[config.mk]
export PLATFORM = sky130hd
export DESIGN_NAME = servo_io_brake_supervision
export DESIGN_NICKNAME = d
export VERILOG_FILES = /design/src/common/servo_pkg.sv /design/src/hw/servo_io_brake_supervision.sv
export SDC_FILE = /design/constraint.sdc
export NUM_CORES = 1
export LEC_CHECK = 0
export ABC_AREA = 1
export BUFFER_PORTS_ARGS = -buffer_cell sky130_fd_sc_hd__buf_2
export CORE_MARGIN = 1.5
export CORE_UTILIZATION = 50
export CTS_CLUSTER_SIZE = 40
export DETAILED_ROUTE_END_ITERATION = 8
export PLACE_DENSITY = 0.8
export SKIP_CTS_REPAIR_TIMING = 1
export SLEW_MARGIN = 20
export SYNTH_ARGS = -nofsm -noshare
export SYNTH_HDL_FRONTEND = slang
export SYNTH_SLANG_ARGS = --single-unit
[constraint.sdc]
create_clock -name I_CLK -period 5.25 [get_ports I_CLK]
set_input_delay 0.7875 -clock I_CLK [delete_from_list [all_inputs] [get_ports I_CLK]]
set_output_delay 0.7875 -clock I_CLK [all_outputs]
set_load 0.005 [all_outputs]
[src/common/servo_pkg.sv]
// constants for the servo input, brake and supervision parameter block
`default_nettype none
package servo_pkg;
  // -------------------------------------------------------------------
  // parameter sub-indices
  // -------------------------------------------------------------------
  localparam logic [7:0] ADDR_ENTRIES    = 8'h00;
  localparam logic [7:0] ADDR_SEL1       = 8'h01;
  localparam logic [7:0] ADDR_SEL2       = 8'h02;
  localparam logic [7:0] ADDR_SEL3       = 8'h03;
  localparam logic [7:0] ADDR_SEL4       = 8'h04;
  localparam logic [7:0] ADDR_IN_POL     = 8'h05;
  localparam logic [7:0] ADDR_CAP_TIME   = 8'h06;
  localparam logic [7:0] ADDR_BRAKE_SEL  = 8'h07;
  localparam logic [7:0] ADDR_POWER_ON   = 8'h08;
  localparam logic [7:0] ADDR_OUT_POL    = 8'h09;
  localparam logic [7:0] ADDR_VARIANT    = 8'h0A;
  localparam logic [7:0] ADDR_BAND       = 8'h0B;
  localparam logic [7:0] ADDR_STILL      = 8'h0C;
  localparam logic [7:0] ADDR_HOME_SHIFT = 8'h0D;
  localparam logic [7:0] ADDR_PCT        = 8'h0E;
  localparam logic [7:0] ADDR_UNDER      = 8'h0F;
  localparam logic [7:0] ADDR_OVER       = 8'h10;
  // -------------------------------------------------------------------
  // reset values
  // -------------------------------------------------------------------
  localparam logic [7:0]  ENTRY_COUNT    = 8'h03;
  localparam logic [7:0]  RST_SEL1       = 8'h00;
  localparam logic [7:0]  RST_SEL2       = 8'h01;
  localparam logic [7:0]  RST_SEL3       = 8'h02;
  localparam logic [7:0]  RST_SEL4       = 8'h03;
  localparam logic [7:0]  RST_IN_POL     = 8'h00;
  localparam logic [15:0] RST_CAP_TIME   = 16'h01F4;
  localparam logic [7:0]  RST_POWER_ON   = 8'h00;
  localparam logic [7:0]  RST_OUT_POL    = 8'h01;
  // value shown before the strap is caught; arbitrary
  localparam logic [7:0]  RST_VARIANT    = 8'h0E;
  localparam logic [31:0] RST_BAND       = 32'h0000_2710;
  localparam logic [7:0]  RST_PCT        = 8'h64;
  localparam logic [15:0] RST_UNDER      = 16'h00B4;
  localparam logic [15:0] RST_OVER       = 16'h017C;
  // -------------------------------------------------------------------
  // modes, fields and limits
  // -------------------------------------------------------------------
  localparam logic [7:0]  BRAKE_MANUAL   = 8'h00;
  localparam logic [7:0]  BRAKE_AUTO     = 8'h01;
  localparam logic [7:0]  SEL_MAX        = 8'h03;
  localparam int          OUT_BRAKE_BIT  = 0;
  localparam int          OUT_POL_BIT    = 0;
  localparam int          STAT_NEG_LIMIT = 0;
  localparam int          STAT_POS_LIMIT = 1;
  localparam int          STAT_ENABLE    = 3;
  localparam logic [23:0] PCT_FULL       = 24'h000064;
  localparam logic [23:0] MAX_MA_V0      = 24'h0061A8;
  localparam logic [23:0] MAX_MA_V1      = 24'h0032C8;
  localparam logic [1:0]  INIT_LOAD      = 2'h2;
  localparam logic [1:0]  INIT_DONE      = 2'h3;
endpackage : servo_pkg
`default_nettype wire

[src/hw/servo_io_brake_supervision.sv]
// input mapping, brake output, standstill and limit supervision
// What this block does
// - each input lands on the status bit chosen by its select, 0 to 3
// - polarity bit per input: 0 passes, 1 inverts
// - status bit 0 negative limit, bit 1 positive limit, bit 3 enable
// - brake on output 3; mode 0 manual, mode 1 automatic
// - manual mode: written output object drives output 3
// - manual mode: output 3 loaded at init from power-on value bit 0
// - automatic mode: output object writes refused, power-on value ignored
// - automatic mode: brake set when stage dead, released when live
// - output polarity bit 0 inverts output object bit 0 onto output 3
// - output polarity writes blocked while automatic mode selected
// - moving to still captures position and raises standstill flag
// - leaving tolerance band around captured position clears standstill
// - standstill supervision runs in every operating mode
// - current limit is percent of 25 A or 13 A by variant
// - any phase over limit suspends control until all are at or below it
// - bus under and over thresholds in volts, defaults 180 and 380
// - only bit 0 of the output object is used, rest read zero
`default_nettype none
module servo_io_brake_supervision (
  input  wire logic        I_CLK,
  input  wire logic        I_SRST,
  input  wire logic        I_SDA_REQ,
  input  wire logic        I_SDA_WE,
  input  wire logic [7:0]  I_SDA_ADDR,
  input  wire logic [31:0] I_SDA_WDATA,
  output var  logic [31:0] O_SDA_RDATA,
  output var  logic        O_SDA_ACK,
  output var  logic        O_SDA_ERR,
  input  wire logic        I_OUTOBJ_WR,
  input  wire logic [7:0]  I_OUTOBJ_WDATA,
  output var  logic [7:0]  O_OUTOBJ,
  output var  logic        O_OUTOBJ_ACK,
  output var  logic        O_OUTOBJ_REJ,
  input  wire logic [3:0]  I_DIN,
  input  wire logic        I_BOARD_VARIANT,
  input  wire logic        I_STAGE_LIVE,
  input  wire logic        I_MOTOR_STILL,
  input  wire logic [31:0] I_POS_ACT,
  input  wire logic [15:0] I_PHASE_A,
  input  wire logic [15:0] I_PHASE_B,
  input  wire logic [15:0] I_PHASE_C,
  input  wire logic [15:0] I_BUS_VOLT,
  output var  logic [3:0]  O_DIN_STATUS,
  output var  logic        O_NEG_LIMIT,
  output var  logic        O_POS_LIMIT,
  output var  logic        O_ENABLE,
  output var  logic        O_BRAKE,
  output var  logic        O_STANDSTILL,
  output var  logic        O_CTRL_SUSPEND,
  output var  logic        O_BUS_LOW,
  output var  logic        O_BUS_HIGH
);
  import servo_pkg::*;

  // -------------------------------------------------------------------
  // state
  // -------------------------------------------------------------------
  typedef struct packed {
    logic [3:0]       din_s1;
    logic [3:0]       din_s2;
    logic             var_s1;
    logic             var_s2;
    logic [1:0]       init_cnt;
    logic [3:0]       din_stat;
    logic [3:0][7:0]  sel;
    logic [7:0]       in_pol;
    logic [15:0]      cap_time;
    logic [7:0]       brake_sel;
    logic [7:0]       pov;
    logic [7:0]       out_pol;
    logic [7:0]       variant;
    logic [31:0]      band;
    logic [31:0]      home;
    logic [7:0]       pct;
    logic [15:0]      under;
    logic [15:0]      over;
    logic [7:0]       out_obj;
    logic             brake;
    logic             still;
    logic             still_prev;
    logic [31:0]      cap_pos;
    logic             suspend;
    logic             bus_low;
    logic             bus_high;
    logic [31:0]      rdata;
    logic             ack;
    logic             err;
    logic             oack;
    logic             orej;
  } state_t;

  state_t s_reg;
  state_t s_next;
  logic   auto_mode;
  logic   still_rise;
  logic   far_off;
  logic   over_any;

  // -------------------------------------------------------------------
  // helpers
  // -------------------------------------------------------------------
  function automatic state_t reset_state();
    state_t st;
    st = '0;
    st.sel[0]  = RST_SEL1;
    st.sel[1]  = RST_SEL2;
    st.sel[2]  = RST_SEL3;
    st.sel[3]  = RST_SEL4;
    st.in_pol  = RST_IN_POL;
    st.cap_time = RST_CAP_TIME;
    st.brake_sel = BRAKE_MANUAL;
    st.pov     = RST_POWER_ON;
    st.out_pol = RST_OUT_POL;
    st.variant = RST_VARIANT;
    st.band    = RST_BAND;
    st.pct     = RST_PCT;
    st.under   = RST_UNDER;
    st.over    = RST_OVER;
    st.brake   = RST_OUT_POL[OUT_POL_BIT];
    return st;
  endfunction : reset_state

  function automatic logic [3:0] map_inputs(
    input logic [3:0]      raw,
    input logic [3:0][7:0] sel,
    input logic [3:0]      pol
  );
    logic [3:0] m;
    m = '0;
    for (int k = 0; k < 4; k++) begin
      if (raw[k] ^ pol[k]) begin
        m[sel[k][1:0]] = 1'b1;
      end
    end
    return m;
  endfunction : map_inputs

  function automatic logic over_limit(
    input logic [15:0] cur_ma,
    input logic [7:0]  pct,
    input logic        variant
  );
    logic [23:0] lhs;
    logic [23:0] rhs;
    lhs = 24'(cur_ma) * PCT_FULL;
    rhs = 24'(pct) * (variant ? MAX_MA_V1 : MAX_MA_V0);
    return lhs > rhs;
  endfunction : over_limit

  function automatic logic [32:0] pos_dist(
    input logic [31:0] a,
    input logic [31:0] b
  );
    logic signed [32:0] d;
    d = $signed({a[31], a}) - $signed({b[31], b});
    return d[32] ? 33'(-d) : 33'(d);
  endfunction : pos_dist

  function automatic logic is_mapped(input logic [7:0] addr);
    return addr <= ADDR_OVER;
  endfunction : is_mapped

  function automatic logic is_ro(input logic [7:0] addr);
    return addr == ADDR_ENTRIES || addr == ADDR_VARIANT || addr == ADDR_STILL;
  endfunction : is_ro

  function automatic logic [31:0] read_reg(
    input state_t     st,
    input logic [7:0] addr
  );
    logic [31:0] d;
    d = '0;
    case (addr)
      ADDR_ENTRIES:    d = 32'(ENTRY_COUNT);
      ADDR_SEL1:       d = 32'(st.sel[0]);
      ADDR_SEL2:       d = 32'(st.sel[1]);
      ADDR_SEL3:       d = 32'(st.sel[2]);
      ADDR_SEL4:       d = 32'(st.sel[3]);
      ADDR_IN_POL:     d = 32'(st.in_pol);
      ADDR_CAP_TIME:   d = 32'(st.cap_time);
      ADDR_BRAKE_SEL:  d = 32'(st.brake_sel);
      ADDR_POWER_ON:   d = 32'(st.pov);
      ADDR_OUT_POL:    d = 32'(st.out_pol);
      ADDR_VARIANT:    d = 32'(st.variant);
      ADDR_BAND:       d = st.band;
      ADDR_STILL:      d = 32'(st.still);
      ADDR_HOME_SHIFT: d = st.home;
      ADDR_PCT:        d = 32'(st.pct);
      ADDR_UNDER:      d = 32'(st.under);
      ADDR_OVER:       d = 32'(st.over);
      default:         d = '0;
    endcase
    return d;
  endfunction : read_reg

  function automatic logic write_refused(
    input logic [7:0]  addr,
    input logic [31:0] data,
    input logic        auto_on
  );
    logic bad;
    bad = !is_mapped(addr) || is_ro(addr);
    if (addr >= ADDR_SEL1 && addr <= ADDR_SEL4 && data[7:0] > SEL_MAX) begin
      bad = 1'b1;
    end
    if (addr == ADDR_BRAKE_SEL && data[7:0] > BRAKE_AUTO) begin
      bad = 1'b1;
    end
    if (addr == ADDR_OUT_POL && auto_on) begin
      bad = 1'b1;
    end
    return bad;
  endfunction : write_refused

  // -------------------------------------------------------------------
  // next state
  // -------------------------------------------------------------------
  assign auto_mode  = s_reg.brake_sel == BRAKE_AUTO;
  assign still_rise = I_MOTOR_STILL && !s_reg.still_prev;
  assign far_off    = pos_dist(I_POS_ACT, s_reg.cap_pos) > {1'b0, s_reg.band};
  assign over_any   = over_limit(I_PHASE_A, s_reg.pct, s_reg.variant[0])
                    | over_limit(I_PHASE_B, s_reg.pct, s_reg.variant[0])
                    | over_limit(I_PHASE_C, s_reg.pct, s_reg.variant[0]);

  always_comb begin
    s_next = s_reg;
    s_next.din_s1 = I_DIN;
    s_next.din_s2 = s_reg.din_s1;
    s_next.var_s1 = I_BOARD_VARIANT;
    s_next.var_s2 = s_reg.var_s1;
    s_next.ack  = 1'b0;
    s_next.err  = 1'b0;
    s_next.oack = 1'b0;
    s_next.orej = 1'b0;

    // input mapping
    s_next.din_stat = map_inputs(s_reg.din_s2, s_reg.sel, s_reg.in_pol[3:0]);

    // parameter access
    if (I_SDA_REQ) begin
      s_next.ack = 1'b1;
      if (!I_SDA_WE) begin
        s_next.rdata = read_reg(s_reg, I_SDA_ADDR);
        s_next.err   = !is_mapped(I_SDA_ADDR);
      end else if (write_refused(I_SDA_ADDR, I_SDA_WDATA, auto_mode)) begin
        s_next.err = 1'b1;
      end else begin
        case (I_SDA_ADDR)
          ADDR_SEL1:       s_next.sel[0] = I_SDA_WDATA[7:0];
          ADDR_SEL2:       s_next.sel[1] = I_SDA_WDATA[7:0];
          ADDR_SEL3:       s_next.sel[2] = I_SDA_WDATA[7:0];
          ADDR_SEL4:       s_next.sel[3] = I_SDA_WDATA[7:0];
          ADDR_IN_POL:     s_next.in_pol = I_SDA_WDATA[7:0];
          ADDR_CAP_TIME:   s_next.cap_time = I_SDA_WDATA[15:0];
          ADDR_BRAKE_SEL:  s_next.brake_sel = I_SDA_WDATA[7:0];
          ADDR_POWER_ON:   s_next.pov = I_SDA_WDATA[7:0];
          ADDR_OUT_POL:    s_next.out_pol = I_SDA_WDATA[7:0];
          ADDR_BAND:       s_next.band = I_SDA_WDATA;
          ADDR_HOME_SHIFT: s_next.home = I_SDA_WDATA;
          ADDR_PCT:        s_next.pct = I_SDA_WDATA[7:0];
          ADDR_UNDER:      s_next.under = I_SDA_WDATA[15:0];
          ADDR_OVER:       s_next.over = I_SDA_WDATA[15:0];
          default:         s_next.err = 1'b1;
        endcase
      end
    end

    // output object
    if (I_OUTOBJ_WR) begin
      s_next.oack = 1'b1;
      if (auto_mode) begin
        s_next.orej = 1'b1;
      end else begin
        s_next.out_obj = {7'h00, I_OUTOBJ_WDATA[OUT_BRAKE_BIT]};
      end
    end

    // power-on load once strap is synchronised
    if (s_reg.init_cnt != INIT_DONE) begin
      s_next.init_cnt = s_reg.init_cnt + 2'h1;
    end
    if (s_reg.init_cnt == INIT_LOAD) begin
      s_next.variant = {7'h00, s_reg.var_s2};
      if (!auto_mode) begin
        s_next.out_obj = {7'h00, s_reg.pov[OUT_BRAKE_BIT]};
      end
    end

    // automatic brake follows the power stage
    if (auto_mode) begin
      s_next.out_obj = {7'h00, !I_STAGE_LIVE};
    end
    s_next.brake = s_next.out_obj[OUT_BRAKE_BIT] ^ s_next.out_pol[OUT_POL_BIT];

    // standstill supervision, never gated by mode
    s_next.still_prev = I_MOTOR_STILL;
    if (still_rise) begin
      s_next.cap_pos = I_POS_ACT;
      s_next.still   = 1'b1;
    end else if (s_reg.still && far_off) begin
      s_next.still = 1'b0;
    end

    // phase current and bus supervision
    s_next.suspend  = over_any;
    s_next.bus_low  = I_BUS_VOLT < s_reg.under;
    s_next.bus_high = I_BUS_VOLT > s_reg.over;
  end

  // -------------------------------------------------------------------
  // registers
  // -------------------------------------------------------------------
  always_ff @(posedge I_CLK) begin
    if (I_SRST) begin
      s_reg <= reset_state();
    end else begin
      s_reg <= s_next;
    end
  end

  assign O_SDA_RDATA    = s_reg.rdata;
  assign O_SDA_ACK      = s_reg.ack;
  assign O_SDA_ERR      = s_reg.err;
  assign O_OUTOBJ       = s_reg.out_obj;
  assign O_OUTOBJ_ACK   = s_reg.oack;
  assign O_OUTOBJ_REJ   = s_reg.orej;
  assign O_DIN_STATUS   = s_reg.din_stat;
  assign O_NEG_LIMIT    = s_reg.din_stat[STAT_NEG_LIMIT];
  assign O_POS_LIMIT    = s_reg.din_stat[STAT_POS_LIMIT];
  assign O_ENABLE       = s_reg.din_stat[STAT_ENABLE];
  assign O_BRAKE        = s_reg.brake;
  assign O_STANDSTILL   = s_reg.still;
  assign O_CTRL_SUSPEND = s_reg.suspend;
  assign O_BUS_LOW      = s_reg.bus_low;
  assign O_BUS_HIGH     = s_reg.bus_high;
endmodule : servo_io_brake_supervision
`default_nettype wire

; Word-level counts from Yosys, hierarchy flattened
; Cells that the tools add are included.
[word_totals]
register_bits = 279
inputBits = 156
output_inout_bits = 56
[op_classes]
n_addsub = 3
multipliers = 4
n_lt_le_gt_ge = 19
n_eq_ne = 19
mux = 35
n_bitwise = 14
reduce_logical = 36
[ops]
columns = cell, n
row1 = one-hot mux 32 bit (17 select lines), 1
row2 = equality test 8 x 4 -> 1 bit (second input constant), 8
row3 = multiplier 16 x 5 -> 21 bit (second input constant), 3
row4 = AND reduction 4 bit, 14
row5 = > comparator 23 x 24 -> 1 bit, 2
row6 = > comparator 33 x 32 -> 1 bit, 1
row7 = 2-to-1 mux 33 bit, 1
row8 = negator 33 bit, 1
row9 = subtractor 32 x 32 -> 33 bit, 1
row10 = equality test 8 x 3 -> 1 bit (second input constant), 4
row11 = > comparator 23 bit, 1
row12 = multiplier 8 x 15 -> 23 bit, 1
row13 = 2-to-1 mux 1 bit, 22
row14 = equality test 8 x 1 -> 1 bit (second input constant), 2
row15 = equality test 8 x 2 -> 1 bit (second input constant), 2
row16 = > comparator 16 bit, 1
row17 = less-than comparator 16 bit, 1
row18 = 2-to-1 mux 4 bit, 4
row19 = 2-to-1 mux 15 bit, 1
row20 = OR reduction 14 bit, 1
row21 = less-than comparator 2 x 3 -> 1 bit (second input constant), 4
row22 = bitwise OR 4 bit, 3
row23 = logical AND 1 bit, 10
row24 = demux 1 bit (select 2 bit), 4
row25 = 20 further kinds, 37

; Logic depth before layout (Yosys ltp)
; Gate-level depths: netlist of run 1.
[depth]
depth_word = 13
mapped_depth = 39
ltp_nobuf = 38

; Least setup slack after synthesis of run 1
; Ideal clock, no wire load.
[synth_timing]
path_type = register to register
from = reg s_reg[186] (netlist bit)
to = reg s_reg (netlist bit O_CTRL_SUSPEND)
setup_time_ps = 57
arrival_time_ps = 5703
slack_ps = -509
stages_incl_launch_ff = 29
path_buffers = 2
synth_period_minus_slack_ps = 5759
cell_sequence = dfxtp_1 > clkbuf_1 > clkbuf_1 > nor2_1 > fa_1 > inv_1 > fa_1 > inv_1 > fa_1 > inv_1 > fa_1 > inv_1 > ha_1 > inv_1 > o21bai_1 > a21boi_0 > o21ai_0 > a21boi_0 > o21ai_0 > xor2_1 > ha_1 > nand2_1 > nor2_1 > nand4_1 > o311ai_0 > o31ai_1 > nand3_1 > nand2_1 > inv_1
[synth_via]
elab_chain_len = 5
elab_cells_between_ends = 7
cone_classes = mul: 1 / order compare: 3 / mux: 1 / bitwise: 2
[synth_lines]
columns = element, line
row1 = "start, declared", servo_io_brake_supervision.sv:94  ; state_t s_reg;
row2 = "start signal, assigned", servo_io_brake_supervision.sv:317  ; s_reg <= reset_state();
row3 = "start signal, assigned", servo_io_brake_supervision.sv:319  ; s_reg <= s_next;
row4 = 2-to-1 mux 15 bit *, servo_io_brake_supervision.sv:148  ; rhs = 24'(pct) * (variant ? MAX_MA_V1 : MAX_MA_V0);
row5 = multiplier 8 x 15 -> 23 bit *, servo_io_brake_supervision.sv:148
row6 = > comparator 23 x 24 -> 1 bit, servo_io_brake_supervision.sv:149  ; return lhs > rhs;
row7 = bitwise OR 1 bit, servo_io_brake_supervision.sv:224  ; | over_limit(I_PHASE_B, s_reg.pct, s_reg.variant[0])
row8 = bitwise OR 1 bit *, servo_io_brake_supervision.sv:225  ; | over_limit(I_PHASE_C, s_reg.pct, s_reg.variant[0]);
; Every way passes the cells marked *; elsewhere a longest branch is shown, timed or not.
; A chain may end at the register's enable or synchronous reset.

; Final worst setup path of run 1
; Ends and elaborated chain as after synthesis.

==> results.json, run 1 <==
{
  "status": "finished clean",
  "synthTopCellsByArea": "dfxtp_1, ha_1, inv_1",
  "largest_reg_flops": 226,
  "dpl-instance-area_um2": 25720,
  "layout_min_cycle_time_ns": 5.249,
  "setup_viol": 0,
  "die_w_um": 221.9,
  "rsz0062_at_grt": "true",
  "clkLatencyLatePin_ns": 0.58,
  "antenna_found_initial": 5,
  "syn_area_per_cell_um2": 7.160,
  "hpwl_um": 48600,
  "std_cell_rows": 80,
  "achievable-frequency_mhz": 190.5,
  "grt_overflow": 0,
  "p_per_area_nw_per_um2": 314.4,
  "path_max_fanout": 5,
  "first_pass_iters": 5,
  "crit_path_start_kind": "flip-flop",
  "whs_ns": 0.3919,
  "criticalPathCategory": "reg2reg",
  "slew-limit-headroom_pct": 30.68,
  "root_buffer": "clkbuf_16",
  "cp.required_ns": 5.78,
  "grt_pass1_vias": 20330,
  "gp_congestion": 0.9517,
  "ant_nets": 0,
  "grtUsageTotal_pct": 24.44,
  "min_period_over_period_pct": 99.97,
  "synth_cells": 3346,
  "peakVddDrop_uv": 245.6,
  "hp-class": "reg2reg",
  "grt_max_degree": 118,
  "wl_per_cell_um": 14.82,
  "finalNetCount": 4138,
  "p_leak_nw": 13.75,
  "synth_top_cell_by_area": "dfxtp_1",
  "postSynth.asyncResetShare_pct": 0,
  "drt_iter0_drc": 1819,
  "dr_total_vias": 22100,
  "cts_max_path_buffers": 3,
  "clk_pin_slew_ns": 0.07,
  "synth_cell_types": 59,
  "finalHoldViolations": 0,
  "h-tree-depth": 1,
  "cp-end-kind": "flip-flop",
  "routed_wl_um": 61990,
  "numPortBuffers": 197,
  "yosysWarnings": 0,
  "drv_slew": 0,
  "synth.top_cell.area_share_pct": 23.15,
  "cap_violations": 0,
  "pre_cts_ws_ns": -0.3323,
  "drive_above_1_share_pct": 12.37,
  "netlist_area_um2": 23960,
  "area_growth_pct": 12.51,
  "ys_ff_latch": 277,
  "cts_tree": "done",
  "finClkSkew_ns": 0.01207,
  "total_power_mw": 8.476,
  "worstMarginPinSlew_ns": 1.040,
  "die_y_um": 221.9,
  "drcViolationCount": 0,
  "fin_ws_ns": 0.001341,
  "fillers": 4455,
  "routed_via_density": 5.282,
  "ys.flop_type": "dfxtp_1",
  "cts_buffers": 28,
  "worst_ep_arrival_time_ns": 5.78,
  "die_area_um2": 49240,
  "grt_first_pass_wirelength_um": 99690,
  "final_area_um2": 26950,
  "synth-edff-count": 0,
  "fp.coreArea_um2": 47550,
  "ys_seq_area_share_pct": 23.15,
  "cts_sinks": 277,
  "io_pins": 212,
  "start_util_pct": 50.39,
  "fin_util_pct": 56.69
}
[metrics by stage]
step / cells / setup TNS, ns
global route: 4183 / -0.2903
CTS: 4173 / -0.3113
finish: 4183 / 0
global placement: 4128 / -0.2293
floorplan: 3356 / 0
detailed placement: 4128 / -0.3323
[layout make-up]
type	count	area (µm²)	share of cell area, %
inverters	650	2442	9.061
clock buffers	34	773.2	2.869
multi-input cells	2302	15550	57.70
clock inverters	11	160.2	0.5942
diodes	3	7.507	0.02785
repair buffers	291	1699	6.304
well taps	615	769.5	2.855
flip-flops and latches	277	5550	20.59
[power by group]
| group | internal, mW | leakage [nW] | switching [mW] |
|---|---|---|---|
| clock network | 1.19 | 0.456 | 0.882 |
| registers | 2.14 | 2.25 | 0.0176 |
| logic | 1.81 | 11.1 | 2.44 |
| total | 5.13 | 13.8 | 3.34 |
[layout by cell type, fill, tap and decap left out, drive strengths merged, types with 67 or more instances in the layout]
cell	Yosys	layout
nand3	72	72
dfxtp	277	277
xor2	71	71
a21oi	311	311
nand2	620	620
fa	67	67
inv	648	648
buf	70	291
o21ai	258	258
nor2	223	223
ha	365	365
[final timing paths]
kind                                   from        endpoint  slack, ns  cells past startpoint
worst max-delay path             s_reg[186]  O_CTRL_SUSPEND      0.001                     25
worst min-delay path            s_next[280]      s_reg[280]       0.39                      2
worst max register to register   s_reg[186]  O_CTRL_SUSPEND      0.001                     25
worst min register to register  s_next[280]      s_reg[280]       0.39                      2
[worst max-delay path, cell delays in order, from the launching register on]
cell and delay [ns]:
dfxtp_4 0.37, buf_4 0.14, buf_2 0.14, buf_4 0.13, nand2_1 0.08, nand2_1 0.08
ha_1 0.31, fa_1 0.52, fa_1 0.47, fa_1 0.57, ha_4 0.22, a21oi_1 0.13
a21boi_2 0.20, buf_4 0.14, o21ai_0 0.08, xor2_1 0.15, buf_4 0.16, ha_1 0.29
nand2_1 0.07, nor2_2 0.15, nand4_1 0.15, o311ai_2 0.30, o31ai_2 0.13, nand3_1 0.11
nand2_1 0.05, inv_1 0.08
[cell families after synthesis]
group	synth area share [%]
buffers and inverters	13.14
flip-flops	23.15
XOR/XNOR	3.614
adder cells (fa/ha/maj)	24.66
other	0.03135
AND/OR/NAND/NOR	18.95
AO/OA/AOI/OAI	16.45
[metal layers]
metal | vias to the layer above | global-route usage [%] | wire [µm]
li1 | 11240 | - | -
met1 | 10040 | 32.81 | 28020
met2 | 693 | 40.97 | 28400
met3 | 114 | 2.425 | 3621
met4 | 4 | 8.418 | 1922
met5 | - | 0 | 27
[cell usage after synthesis, types with 8 or more instances]
cell type and number:
inv_1 635, nand2_1 609, ha_1 365, a21oi_1 311, dfxtp_1 277, o21ai_0 249, nor2_1 205, xor2_1 71
nand3_1 68, fa_1 67, clkbuf_1 56, nor3_1 53, buf_4 45, nand4_1 39, xnor2_1 26, o22ai_1 22
a221oi_1 21, nand3b_1 20, buf_2 16, nor3b_1 14, inv_2 13, o211ai_1 12, nand2_2 11, o31ai_1 11
a31oi_1 10, nor2_4 9, o2111ai_1 9, o21ai_1 8, o21bai_1 8
(Power assumes the default switching activity.)
==> run 2, diff against run 1 <==
- ABC_AREA: 1 -> not set
- GPL_TIMING_DRIVEN: not set -> 0
- PLACE_DENSITY: 0.8 -> 0.81
==> results.json, run 2 <==
{
  "finClkSkew_ns": 0.008213,
  "cts_max_path_buffers": 3,
  "drcViolationCount": 0,
  "drt_iter0_drc": 1621,
  "r2r_start": "s_reg[186]",
  "dr_total_vias": 21330,
  "slew-limit-headroom_pct": 22.44,
  "fillers": 4084,
  "antenna_found_initial": 6,
  "root_buffer": "clkbuf_16",
  "synth_common_cells": "inv_1, ha_1, nand2_1",
  "cts_tree": "done",
  "postSynth.asyncResetShare_pct": 0,
  "min_period_over_period_pct": 110.8,
  "grt_max_degree": 14,
  "area_growth_pct": 13.91,
  "multi_input_area_um2": 16150,
  "cp.required_ns": 5.64,
  "ys_seq_area_share_pct": 23.66,
  "std_cell_rows": 79,
  "holdCritStartpoint": "s_next[284]",
  "ys_ff_latch": 277,
  "cts_buffers": 29,
  "routed_via_density": 5.621,
  "finalHoldViolations": 0,
  "total_power_mw": 7.150,
  "whs_ns": 0.4374,
  "p_leak_nw": 12.04,
  "finalNetCount": 3754,
  "largest_reg_flops": 226,
  "final_common_cell": "ha_1",
  "die_y_um": 219.5,
  "rsz0062_at_grt": "true",
  "h-tree-depth": 1,
  "critPathMaxStageDelay_ns": 0.54,
  "synth_cell_types": 83,
  "ys.flop_type": "dfxtp_1",
  "layout_min_cycle_time_ns": 5.816,
  "numPortBuffers": 190,
  "yosysMostFrequentCell": "inv_1",
  "fin_ws_ns": -0.5661,
  "gp_congestion": 0.9814,
  "peakVddDrop_uv": 317.6,
  "die_w_um": 219.5,
  "io_pins": 212,
  "yosysWarnings": 0,
  "pre_cts_ws_ns": -1.051,
  "worstMarginPinSlew_ns": 1.157,
  "critical_path.most_common_cell": "fa_1",
  "die_area_um2": 48180,
  "failed_checks": "setup timing",
  "netlist_area_um2": 23430,
  "grtUsageTotal_pct": 26.21,
  "crit_path_start_kind": "flip-flop",
  "syn_area_per_cell_um2": 8.031,
  "p_per_area_nw_per_um2": 267.9,
  "hp-class": "reg2reg",
  "synth_top_cell_by_area": "dfxtp_1",
  "whs_path_depth": 1,
  "first_pass_iters": 6,
  "path_max_fanout": 10,
  "clk_pin_slew_ns": 0.06,
  "critPathSlowestCell": "fa_2",
  "clkLatencyLatePin_ns": 0.55,
  "grt_pass1_vias": 20030,
  "ant_nets": 0,
  "fp.coreArea_um2": 46360,
  "final_area_um2": 26690,
  "criticalPathCategory": "reg2reg",
  "status": "finished with violations",
  "cp-end-kind": "flip-flop",
  "synth.top_cell.area_share_pct": 23.66,
  "cts_sinks": 277,
  "r2r_cells": 27,
  "drv_slew": 0,
  "wl_per_cell_um": 17.17,
  "worst_ep_arrival_time_ns": 6.21,
  "achievable-frequency_mhz": 171.9,
  "final_cells": 3794,
  "dpl-instance-area_um2": 25330,
  "start_util_pct": 50.55,
  "synthTopCellsByArea": "dfxtp_1, ha_1, inv_1",
  "grt_first_pass_wirelength_um": 101400,
  "synth-edff-count": 0,
  "routed_wl_um": 65130,
  "hpwl_um": 51770,
  "drive_above_1_share_pct": 12.98,
  "layout_common_cells": "ha_1, inv_1, nand2_1",
  "placed_cells": 3725,
  "seq_area_um2": 5567,
  "setup_viol": 1,
  "synth_cells": 2918,
  "grt_overflow": 0,
  "cap_violations": 0,
  "crit_start": "s_reg[186]"
}
[run 2: layout make-up]
type	instances	share of cell area [%]
Antenna cell	4	0.03750
Buffer	150	2.920
Clock buffer	40	3.061
Clock inverter	8	0.5437
Inverter	368	5.203
Multi-Input combinational cell	2133	60.48
Sequential cell	277	20.85
Tap cell	607	2.845
Timing Repair Buffer	207	4.054
[run 2: worst paths after layout]
kind | to | slack, ns
max | O_CTRL_SUSPEND | -0.57
min | s_reg[284] | 0.44
max reg2reg | O_CTRL_SUSPEND | -0.57
min reg2reg | s_reg[284] | 0.44
[run 2: logic make-up (layout without fill, tap and decap cells)]
group	after synthesis	in the layout	share of synthesized area, %
buf+inv	518	773	9.124
mux	51	51	2.205
simple gates	889	889	17.68
other cells	2	16	0.03205
xor+xnor	104	104	3.887
flops	277	277	23.66
compound gates	645	645	18.20
fa+ha+maj	432	432	25.21
[run 2: through the flow]
step / utilization, % / TNS (ns)
after floorplan: - / -0.08188
after global placement: 54.61 / -1.849
after detailed placement: 54.64 / -1.986
after CTS: 56.71 / -1.445
after global routing: 57.58 / -0.8058
final: 57.58 / -0.5661
[run 2: layer usage]
metal,wire length (µm),vias to the layer above,track usage (%)
met5,34,-,0
met2,30960,778,45.05
met3,4976,175,3.589
met1,26510,9883,32.74
met4,2650,6,11.16
li1,-,10480,-
[run 2: power by group]
part | switching [mW] | internal (mW)
Combinational | 1.61 | 1.26
Sequential | 0.0289 | 2.15
Clock | 0.831 | 1.27
Total | 2.47 | 4.68
[run 2: worst max-delay path, delay by kind of cell (launching register included)]
kind            cells  cell delay [ns]
fa+ha+maj           6             2.42
xor+xnor            1             0.09
simple gates        6             0.97
compound gates      7             1.03
buf+inv             7             0.76
flops               1             0.38
